<file path="src/rtl/lemc_pkg.sv">
// constants, register map and carrier types for the laser enable and mode control
package lemc_pkg;

  // register offsets
  localparam logic [7:0] ADDR_ERROR_EVENT_FLAGS  = 8'h00;
  localparam logic [7:0] ADDR_CHANNEL_STATE_FLAGS = 8'h01;
  localparam logic [7:0] ADDR_CHANNEL_CTRL       = 8'h10;
  localparam logic [7:0] ADDR_SHUNT_RANGE        = 8'h13;
  localparam logic [7:0] ADDR_SHUNT_GAIN         = 8'h15;
  localparam logic [7:0] ADDR_OPERATING_STATE    = 8'h1c;
  localparam logic [7:0] ADDR_ERROR_MASK         = 8'h1d;
  localparam logic [7:0] ADDR_CHANNEL_MASK       = 8'h1e;

  // field positions
  localparam int BIT_CURRENT_CONTROL = 0;
  localparam int BIT_CHANNEL_INHIBIT = 3;
  localparam int BIT_SHUNT_RANGE     = 2;
  localparam int BIT_DIODE_POLARITY  = 7;
  localparam int BIT_GAIN_LSB        = 6;

  // error_event_flags bits
  localparam int ERR_RAM_INIT        = 0;
  localparam int ERR_CORE_SUPPLY     = 1;
  localparam int ERR_MEMORY_CHECK    = 2;
  localparam int ERR_OVERTEMP        = 3;
  localparam int ERR_LASER_SUPPLY    = 4;
  localparam int ERR_OVERCURRENT     = 5;
  localparam int ERR_OSCILLATOR      = 6;
  localparam int ERR_CONFIG_TIMEOUT  = 7;

  // channel_state_flags bits
  localparam int CHS_ACTIVE          = 0;
  localparam int CHS_EVER_ENABLED    = 1;
  localparam int CHS_ENABLE_PIN      = 2;
  localparam int CHS_FEEDBACK        = 3;

  // operating state codes
  localparam logic [1:0] MODE_OPERATION = 2'h1;
  localparam logic [1:0] MODE_CONFIG    = 2'h2;

  // values after reset
  localparam logic [1:0] RESET_MODE        = 2'h1;
  localparam logic [7:0] RESET_ERROR_FLAGS = 8'h03;
  localparam logic [7:0] RESET_ERROR_MASK  = 8'h00;
  localparam logic [3:0] RESET_CHAN_MASK   = 4'h0;

  // configuration timeout in oscillator pulses
  localparam int CFG_TIMEOUT_PULSES = 16400;
  localparam int CFG_COUNT_W        = 15;

  typedef struct packed {
    logic       current_control_select;
    logic       channel_inhibit;
    logic       diode_polarity_select;
    logic       shunt_voltage_range_select;
    logic [1:0] shunt_gain_select;
  } lemc_cfg_s;

  localparam lemc_cfg_s RESET_CFG = '{
    current_control_select:     1'b0,
    channel_inhibit:            1'b1,
    diode_polarity_select:      1'b0,
    shunt_voltage_range_select: 1'b0,
    shunt_gain_select:          2'h0
  };

  // asynchronous analog and pin events
  typedef struct packed {
    logic laser_enable_pin;
    logic interface_pin_open_error;
    logic standby;
    logic overtemp;
    logic overcurrent;
    logic laser_supply_drop;
    logic oscillator_fault;
    logic memory_check_fail;
    logic current_feedback_status;
  } lemc_evt_s;

  typedef enum logic [1:0] {
    LEMC_OPERATION,
    LEMC_CONFIG,
    LEMC_FORBIDDEN
  } lemc_mode_e;

endpackage

</file>
<file path="src/rtl/lemc_sync.sv">
// two flop synchroniser for asynchronous inputs
`timescale 1ns/1ps
`default_nettype none
module lemc_sync #(
  parameter int WIDTH = 1
) (
  input  wire logic             i_clk,
  input  wire logic             i_srst,
  input  wire logic [WIDTH-1:0] i_async,
  output var  logic [WIDTH-1:0] o_sync
);

  logic [WIDTH-1:0] stage1;
  logic [WIDTH-1:0] next_stage1;
  logic [WIDTH-1:0] next_sync;

  always_comb begin
    next_stage1 = i_async;
    next_sync   = stage1;
  end

  always_ff @(posedge i_clk) begin
    if (i_srst) begin
      stage1 <= '0;
      o_sync <= '0;
    end else begin
      stage1 <= next_stage1;
      o_sync <= next_sync;
    end
  end

endmodule // lemc_sync
`default_nettype wire

</file>
<file path="src/rtl/lemc_top.sv">
// mode selection, channel enable gating and status reporting of the laser driver
`timescale 1ns/1ps
`default_nettype none
// Overview of operation
// - select 01 operates, 10 configures, others error
// - operation applies stored config; configuration holds it
// - config writes stay inactive until operation
// - channel needs enable pin high, inhibit low
// - channel inhibit resets to one
// - bit 0 selects power or current regulation
// - floating interface select pin disables channel
// - status changes shown on alert pin unless masked
// - error status register bit layout
// - channel status register bit layout
// - status read acknowledges; pending events block channel
// - power-on sets ram init and core supply
// - standby exit sets core supply flag
// - overcurrent or overtemperature disables channel
// - memory error or config timeout disables channel
// - gain codes select 2, 5, 10, 50
// - range bit selects low or supply range
// - polarity ignored under current regulation
// - config mode times out after 16400 pulses
module lemc_top #(
  parameter int CFG_TIMEOUT = lemc_pkg::CFG_TIMEOUT_PULSES
) (
  input  wire logic               i_clk,
  input  wire logic               i_srst,
  input  wire logic [7:0]         i_reg_addr,
  input  wire logic               i_reg_wr,
  input  wire logic               i_reg_rd,
  input  wire logic [7:0]         i_reg_wdata,
  output var  logic [7:0]         o_reg_rdata,
  output var  logic               o_reg_rvalid,
  input  wire lemc_pkg::lemc_evt_s i_events,
  output var  lemc_pkg::lemc_cfg_s o_active_cfg,
  output var  logic [5:0]         o_gain_factor,
  output var  logic               o_config_mode,
  output var  logic               o_channel_enable,
  output var  logic               o_error_alert_n
);
  import lemc_pkg::*;

  localparam int EVT_W = $bits(lemc_evt_s);

  function automatic logic [5:0] gain_factor(input logic [1:0] code);
    case (code)
      2'h0:    gain_factor = 6'h02;
      2'h1:    gain_factor = 6'h05;
      2'h2:    gain_factor = 6'h0a;
      default: gain_factor = 6'h32;
    endcase
  endfunction

  function automatic lemc_mode_e decode_mode(input logic [1:0] code);
    if (code == MODE_OPERATION) begin
      decode_mode = LEMC_OPERATION;
    end else if (code == MODE_CONFIG) begin
      decode_mode = LEMC_CONFIG;
    end else begin
      decode_mode = LEMC_FORBIDDEN;
    end
  endfunction

  // pin and analog events cross in from outside the clock domain
  logic [EVT_W-1:0] evt_sync_raw;
  lemc_evt_s        evt;

  lemc_sync #(
    .WIDTH (EVT_W)
  ) u_sync (
    .i_clk   (i_clk),
    .i_srst  (i_srst),
    .i_async (i_events),
    .o_sync  (evt_sync_raw)
  );

  assign evt = lemc_evt_s'(evt_sync_raw);

  // state
  lemc_cfg_s              stored_cfg;
  lemc_cfg_s              next_stored_cfg;
  lemc_cfg_s              next_active_cfg;
  logic [1:0]             mode_code;
  logic [1:0]             next_mode_code;
  logic [7:0]             error_mask;
  logic [7:0]             next_error_mask;
  logic [3:0]             channel_mask;
  logic [3:0]             next_channel_mask;
  logic [7:0]             error_flags;
  logic [7:0]             next_error_flags;
  logic                   ever_enabled;
  logic                   next_ever_enabled;
  logic                   channel_unread;
  logic                   next_channel_unread;
  logic [3:0]             channel_flags;
  logic [3:0]             prev_channel_flags;
  logic [3:0]             next_prev_channel_flags;
  logic [7:0]             alert_pend0;
  logic [7:0]             next_alert_pend0;
  logic [3:0]             alert_pend1;
  logic [3:0]             next_alert_pend1;
  logic                   standby_prev;
  logic                   next_standby_prev;
  logic [CFG_COUNT_W-1:0] cfg_count;
  logic [CFG_COUNT_W-1:0] next_cfg_count;
  logic                   cfg_timeout_pulse;
  logic [7:0]             next_rdata;
  logic                   next_rvalid;
  logic [5:0]             next_gain_factor;
  logic                   next_config_mode;
  logic                   next_channel_enable;
  logic                   next_alert_n;
  lemc_mode_e             mode;
  logic                   rd_error;
  logic                   rd_channel;
  logic                   cfg_write;

  assign mode       = decode_mode(mode_code);
  assign rd_error   = i_reg_rd && (i_reg_addr == ADDR_ERROR_EVENT_FLAGS);
  assign rd_channel = i_reg_rd && (i_reg_addr == ADDR_CHANNEL_STATE_FLAGS);
  // config writes gated
  // channel control, shunt range and shunt gain writes are blocked outside configuration mode; mode and mask writes are not
  assign cfg_write  = i_reg_wr && (mode == LEMC_CONFIG);

  always_comb begin
    channel_flags                   = 4'h0;
    channel_flags[CHS_ACTIVE]       = o_channel_enable;
    channel_flags[CHS_EVER_ENABLED] = ever_enabled;
    channel_flags[CHS_ENABLE_PIN]   = evt.laser_enable_pin;
    channel_flags[CHS_FEEDBACK]     = evt.current_feedback_status;
  end

  // configuration registers and mode select
  always_comb begin
    next_stored_cfg   = stored_cfg;
    next_mode_code    = mode_code;
    next_error_mask   = error_mask;
    next_channel_mask = channel_mask;
    if (i_reg_wr && (i_reg_addr == ADDR_OPERATING_STATE)) begin
      next_mode_code = i_reg_wdata[1:0];
    end else if (i_reg_wr && (i_reg_addr == ADDR_ERROR_MASK)) begin
      next_error_mask = i_reg_wdata;
    end else if (i_reg_wr && (i_reg_addr == ADDR_CHANNEL_MASK)) begin
      next_channel_mask = i_reg_wdata[3:0];
    end else if (cfg_write && (i_reg_addr == ADDR_CHANNEL_CTRL)) begin
      next_stored_cfg.current_control_select = i_reg_wdata[BIT_CURRENT_CONTROL];
      next_stored_cfg.channel_inhibit        = i_reg_wdata[BIT_CHANNEL_INHIBIT];
    end else if (cfg_write && (i_reg_addr == ADDR_SHUNT_RANGE)) begin
      next_stored_cfg.shunt_voltage_range_select = i_reg_wdata[BIT_SHUNT_RANGE];
      next_stored_cfg.diode_polarity_select      = i_reg_wdata[BIT_DIODE_POLARITY];
    end else if (cfg_write && (i_reg_addr == ADDR_SHUNT_GAIN)) begin
      next_stored_cfg.shunt_gain_select = i_reg_wdata[BIT_GAIN_LSB+1:BIT_GAIN_LSB];
    end
  end

  // transparent in operation
  // configuration and forbidden codes both hold what was last applied
  always_comb begin
    next_active_cfg = o_active_cfg;
    if (mode == LEMC_OPERATION) begin
      next_active_cfg = stored_cfg;
      if (stored_cfg.current_control_select) begin
        next_active_cfg.diode_polarity_select = 1'b0;
      end
    end
    next_gain_factor = gain_factor(next_active_cfg.shunt_gain_select);
    next_config_mode = (mode == LEMC_CONFIG);
  end

  always_comb begin
    next_cfg_count    = cfg_count;
    cfg_timeout_pulse = 1'b0;
    if (mode != LEMC_CONFIG) begin
      next_cfg_count = '0;
    end else if (cfg_count == CFG_COUNT_W'(CFG_TIMEOUT - 1)) begin
      // fires once per visit, then waits for the mode to change
      cfg_timeout_pulse = 1'b1;
      next_cfg_count    = CFG_COUNT_W'(CFG_TIMEOUT);
    end else if (cfg_count < CFG_COUNT_W'(CFG_TIMEOUT - 1)) begin
      next_cfg_count = cfg_count + CFG_COUNT_W'(1);
    end
  end

  always_comb begin
    next_standby_prev = evt.standby;
    next_error_flags  = error_flags;
    if (rd_error) begin
      next_error_flags = 8'h00;
    end
    // sets are applied after the clear so an event in the read cycle survives
    // standby exit flag
    if (standby_prev && !evt.standby) begin
      next_error_flags[ERR_CORE_SUPPLY] = 1'b1;
    end
    if ((mode == LEMC_FORBIDDEN) || evt.memory_check_fail) begin
      next_error_flags[ERR_MEMORY_CHECK] = 1'b1;
    end
    if (evt.overtemp) begin
      next_error_flags[ERR_OVERTEMP] = 1'b1;
    end
    if (evt.laser_supply_drop) begin
      next_error_flags[ERR_LASER_SUPPLY] = 1'b1;
    end
    if (evt.overcurrent) begin
      next_error_flags[ERR_OVERCURRENT] = 1'b1;
    end
    if (evt.oscillator_fault) begin
      next_error_flags[ERR_OSCILLATOR] = 1'b1;
    end
    if (cfg_timeout_pulse) begin
      next_error_flags[ERR_CONFIG_TIMEOUT] = 1'b1;
    end
  end

  // channel gating
  always_comb begin
    next_channel_enable = 1'b0;
    if ((mode == LEMC_OPERATION) && evt.laser_enable_pin &&
        !o_active_cfg.channel_inhibit) begin
      next_channel_enable = 1'b1;
    end
    if (evt.interface_pin_open_error) begin
      next_channel_enable = 1'b0;
    end
    if ((error_flags != 8'h00) || channel_unread) begin
      next_channel_enable = 1'b0;
    end
    next_channel_unread = channel_unread && !rd_channel;
    next_ever_enabled   = ever_enabled;
    if (rd_channel) begin
      next_ever_enabled = 1'b0;
    end
    if (next_channel_enable) begin
      next_ever_enabled = 1'b1;
    end
  end

  always_comb begin
    next_prev_channel_flags = channel_flags;
    next_alert_pend0        = alert_pend0;
    next_alert_pend1        = alert_pend1;
    if (rd_error) begin
      next_alert_pend0 = 8'h00;
    end
    if (rd_channel) begin
      next_alert_pend1 = 4'h0;
    end
    next_alert_pend0 = next_alert_pend0 | ((next_error_flags ^ error_flags) & ~error_mask);
    next_alert_pend1 = next_alert_pend1 | ((channel_flags ^ prev_channel_flags) & ~channel_mask);
    next_alert_n     = !((next_alert_pend0 != 8'h00) || (next_alert_pend1 != 4'h0));
  end

  // register read port
  always_comb begin
    next_rdata  = 8'h00;
    next_rvalid = i_reg_rd;
    if (i_reg_addr == ADDR_ERROR_EVENT_FLAGS) begin
      next_rdata = error_flags;
    end else if (i_reg_addr == ADDR_CHANNEL_STATE_FLAGS) begin
      next_rdata = {4'h0, channel_flags};
    end else if (i_reg_addr == ADDR_CHANNEL_CTRL) begin
      next_rdata[BIT_CURRENT_CONTROL] = stored_cfg.current_control_select;
      next_rdata[BIT_CHANNEL_INHIBIT] = stored_cfg.channel_inhibit;
    end else if (i_reg_addr == ADDR_SHUNT_RANGE) begin
      next_rdata[BIT_SHUNT_RANGE]    = stored_cfg.shunt_voltage_range_select;
      next_rdata[BIT_DIODE_POLARITY] = stored_cfg.diode_polarity_select;
    end else if (i_reg_addr == ADDR_SHUNT_GAIN) begin
      next_rdata[BIT_GAIN_LSB+1:BIT_GAIN_LSB] = stored_cfg.shunt_gain_select;
    end else if (i_reg_addr == ADDR_OPERATING_STATE) begin
      next_rdata[1:0] = mode_code;
    end else if (i_reg_addr == ADDR_ERROR_MASK) begin
      next_rdata = error_mask;
    end else if (i_reg_addr == ADDR_CHANNEL_MASK) begin
      next_rdata = {4'h0, channel_mask};
    end
    if (!i_reg_rd) begin
      next_rdata = 8'h00;
    end
  end

  always_ff @(posedge i_clk) begin
    if (i_srst) begin
      stored_cfg         <= RESET_CFG;
      o_active_cfg       <= RESET_CFG;
      mode_code          <= RESET_MODE;
      error_mask         <= RESET_ERROR_MASK;
      channel_mask       <= RESET_CHAN_MASK;
      error_flags        <= RESET_ERROR_FLAGS;
      alert_pend0        <= RESET_ERROR_FLAGS;
      alert_pend1        <= 4'h0;
      channel_unread     <= 1'b1;
      ever_enabled       <= 1'b0;
      prev_channel_flags <= 4'h0;
      standby_prev       <= 1'b0;
      cfg_count          <= '0;
      o_reg_rdata        <= 8'h00;
      o_reg_rvalid       <= 1'b0;
      o_gain_factor      <= 6'h02;
      o_config_mode      <= 1'b0;
      o_channel_enable   <= 1'b0;
      o_error_alert_n    <= 1'b0;
    end else begin
      stored_cfg         <= next_stored_cfg;
      o_active_cfg       <= next_active_cfg;
      mode_code          <= next_mode_code;
      error_mask         <= next_error_mask;
      channel_mask       <= next_channel_mask;
      error_flags        <= next_error_flags;
      alert_pend0        <= next_alert_pend0;
      alert_pend1        <= next_alert_pend1;
      channel_unread     <= next_channel_unread;
      ever_enabled       <= next_ever_enabled;
      prev_channel_flags <= next_prev_channel_flags;
      standby_prev       <= next_standby_prev;
      cfg_count          <= next_cfg_count;
      o_reg_rdata        <= next_rdata;
      o_reg_rvalid       <= next_rvalid;
      o_gain_factor      <= next_gain_factor;
      o_config_mode      <= next_config_mode;
      o_channel_enable   <= next_channel_enable;
      o_error_alert_n    <= next_alert_n;
    end
  end

endmodule // lemc_top
`default_nettype wire

</file>
<file path="config.mk">
export PLATFORM = sky130hd
export DESIGN_NAME = lemc_top
export DESIGN_NICKNAME = d
export VERILOG_FILES = /design/src/rtl/lemc_pkg.sv /design/src/rtl/lemc_sync.sv /design/src/rtl/lemc_top.sv
export SDC_FILE = /design/constraint.sdc
export NUM_CORES = 1
export LEC_CHECK = 0
export BUFFER_PORTS_ARGS = -buffer_cell sky130_fd_sc_hd__buf_2
export CAP_MARGIN = 20
export CELL_PAD_IN_SITES_DETAIL_PLACEMENT = 0
export CELL_PAD_IN_SITES_GLOBAL_PLACEMENT = 1
export CORE_MARGIN = 5
export CORE_UTILIZATION = 47
export DETAILED_ROUTE_END_ITERATION = 10
export MAX_ROUTING_LAYER = met4
export PLACE_DENSITY = 0.94
export SETUP_SLACK_MARGIN = 0.05
export SLEW_MARGIN = 30
export SYNTH_ARGS = -nofsm -noshare
export SYNTH_HDL_FRONTEND = slang
export SYNTH_SLANG_ARGS = --single-unit
</file>
<file path="constraint.sdc">
create_clock -name i_clk -period 3.5 [get_ports i_clk]
set_input_delay 0.525 -clock i_clk [delete_from_list [all_inputs] [get_ports i_clk]]
set_output_delay 0.525 -clock i_clk [all_outputs]
set_load 0.03 [all_outputs]
</file>
==> impl_metrics.py <==
metrics = {
    "run_status": {
        "status": "complete, no violations",
    },
    "logic_synthesis": {
        "ys_top_cells_by_count": "dfxtp_1, nor2_1, nor2b_1",
        "synth_top_cell_by_area": "dfxtp_1",
        "synth_top_family_by_area": "simple AND/OR/NAND/NOR gates",
        "synthTopCellsByArea": "dfxtp_1, nor2b_1, nor2_1",
        "yosysUniqueCellTypes": 61,
        "syn_nets": 486,
        "ys_ff_latch": 102,
        "syn_area_um2": 4151,
        "ys_seq_area_share_pct": 49.19,
        "netlist.area_leader.share_pct": 49.19,
        "synth-async-reset-ratio_pct": 0,
        "synth_fa_ha_area_share_pct": 0.9042,
        "yosysMostFrequentCell": "dfxtp_1",
        "synth-compound-area-share_pct": 14.10,
        "synth_xor_area_share_pct": 3.165,
        "synth_mux_area_share_pct": 3.406,
        "synth_edf_count": 0,
        "yosys_warnings": 0,
        "ys.flop_type": "dfxtp_1",
        "synthSimpleGateAreaFrac_pct": 26.49,
        "syn_avg_cell_area_um2": 9.144,
        "netlist_instances": 454,
    },
    "worst_setup_path": {
        "critPathSlowestCell": "nor4_2",
        "critPathTopFamily": "simple AND/OR/NAND/NOR gates",
        "worstPathRequired_ps": 3770,
        "cp.arrival_ps": 2760,
        "worstRegToRegCells": 5,
        "crit_path_end_kind": "register",
        "cpPeakStageDelay_ps": 750,
        "path_buf_inv": 1,
        "critical_path_peak_fanout": 18,
        "crit_chain": "buf_2 > nor4_2 > nand3_2 > o311ai_0 > nor3_1 > and4_1",
        "start_kind": "input pin",
        "cp.depth": 6,
        "path_class": "input pin to register",
    },
    "sta": {
        "finalSetupTns_ps": 0,
        "worst_slew_pin_slew_ps": 871.3,
        "fin_crit_ps": 2491,
        "layout_setup_ws_ps": 1009,
        "slew_viol_final": 0,
        "finalClockSkew_ps": 15.83,
        "fmax_ghz": 0.4014,
        "final-hold-violation-count": 0,
        "setup_viol": 0,
        "finalCritPeriodShare_pct": 71.17,
        "max-slew-margin-rel_pct": 41.28,
        "rsz0062_at_grt": "false",
    },
    "floorplanning": {
        "core_area_um2": 8678,
        "die_w_um": 104.0,
        "initial_utilization_pct": 47.84,
        "ioPinCount": 53,
        "fp.dieH_um": 104.0,
        "num_rows": 34,
        "die_area_um2": 10810,
    },
    "placed_design": {
        "hpwl_mm": 7.505,
        "portBuffers": 52,
        "gp_congestion": 0.9108,
        "pre_cts_ws_ps": 668.1,
    },
    "detailed_routing": {
        "drc": 0,
        "wl_mm": 10.04,
        "drtPass1Iterations": 4,
        "vias_per_cell": 5.606,
        "dr.first_iter.drc_count": 167,
        "antenna_left": 0,
        "route.vias.total": 3442,
        "wl_per_cell_um": 16.35,
    },
    "clock_network": {
        "root_buffer": "clkbuf_8",
        "insertion_delay_ps": 370,
        "cts_tree": "built",
        "cts_hold_buf": 0,
        "cts_max_path_buffers": 2,
        "clock_sinks": 102,
        "post_cts_buffers": 0,
        "path_clk_slew_ps": 100,
        "cts_made_buffers": 9,
        "cts_resized": 0,
        "htree_levels": 3,
    },
    "final_layout": {
        "antenna-diode-count": 0,
        "fill_cells": 831,
        "multi_input_area_um2": 1996,
        "area_delta_synth_final_pct": 13.05,
        "seq_area_um2": 2042,
        "layout.nets": 533,
        "layout-drive-gt1-share_pct": 16.60,
    },
    "pwr": {
        "power_frac_comb_pct": 5.1,
        "switchingPower_uw": 471.3,
        "seqPwrFrac_pct": 58.2,
        "leakagePower_nw": 1.882,
        "pwr-share-clk_pct": 36.7,
        "p_per_area_nw_per_um2": 436.6,
        "power.internal_mw": 1.578,
        "p_sw_share_pct": 23.00,
        "irDropWorstVdd_uv": 204.4,
    },
    "min_path": {
        "hold_path_depth": 2,
        "hold_path.class": "input pin to register",
    },
    "global_route": {
        "grt_first_pass_wirelength_mm": 16.64,
        "grt_pass1_vias": 3325,
        "antenna_found_initial": 0,
        "overflow": 0,
        "grt_max_degree": 35,
        "grtUsageTotal_pct": 19.15,
    },
    "run": {
        "drv_cap": 0,
    },
}
## power groups by stage
stage	combinational (mW)	sequential (mW)	clock (mW)
2_1_floorplan	0.0646	1.22	0
3_3_place_gp	0.102	1.22	0
3_5_place_dp	0.104	1.22	0
4_1_cts	0.104	1.19	0.763
5_1_grt	0.116	1.19	0.813
6_report	0.105	1.19	0.752
## per-layer routing
metal  vias to the layer above  share of wire, %  track usage (%)
met5                         -                 0                -
li1                       1695                 -                -
met1                      1616                45            24.49
met3                        15               7.0            4.345
met4                         0               1.5            6.013
met2                       116                46            30.19
## metrics by stage
step / std cells / cell area [µm²] / hold slack (ps) / util, % / total power, mW
6_report: 614 / 4693 / 365.2 / 54.08 / 2.049
3_3_place_gp: 598 / 4493 / 418.8 / 51.77 / 1.320
2_1_floorplan: 454 / 4151 / 413.8 / - / 1.280
3_5_place_dp: 598 / 4493 / 424.5 / 51.77 / 1.322
5_1_grt: 614 / 4693 / 370.7 / 54.08 / 2.123
4_1_cts: 614 / 4693 / 357.8 / 54.08 / 2.059
## flip-flops by register name (all words and copies together), names as in the netlist, 6 cells and up
| name | flops |
|---|---|
| u_sync.o_sync | 9 |
| alert_pend0 | 8 |
| stored_cfg | 6 |
| error_flags | 8 |
| cfg_count | 15 |
| o_active_cfg | 6 |
| error_mask | 8 |
| o_reg_rdata | 8 |
| u_sync.next_sync | 9 |
## path summary, 6_finish.rpt
path / slack [ps] / start / end
max: 1010 / i_reg_addr[3] / o_error_alert_n
min reg2reg: 440 / u_sync.next_sync[6] / u_sync.o_sync[6]
max reg2reg: 1190 / cfg_count[13] / cfg_count[8]
min: 370 / i_events[6] / u_sync.next_sync[6]
## final cells by class
type | instances | area share [%]
inverters | 8 | 0.6398
repair buffers | 56 | 6.185
well taps | 108 | 2.879
clock inverters | 4 | 1.173
flip-flops and latches | 102 | 43.51
multi-input cells | 324 | 42.52
clock buffers | 12 | 3.093
## kinds of logic after synthesis
group / count (synthesis)
xor+xnor: 15
fa+ha+maj: 3
buf+inv: 28
mux: 14
simple gates: 205
compound gates: 87
flops: 102
## layout by cell type (no fill, tap or decap), drive strengths merged, types with 4 or more instances in the layout
cell type    n
nor2b       35
a21oi       31
xor2        11
xnor2        4
mux2i       13
nor2        55
and4         5
a21o         6
and3         4
clkbuf      12
nor4         4
nor3         8
a211o        5
nand2b       8
dfxtp      102
nand3       20
nand2       33
o21ai       10
nand4        7
inv          9
buf         56
nor4b        5
Note: power is estimated with default switching activity, not from simulation.
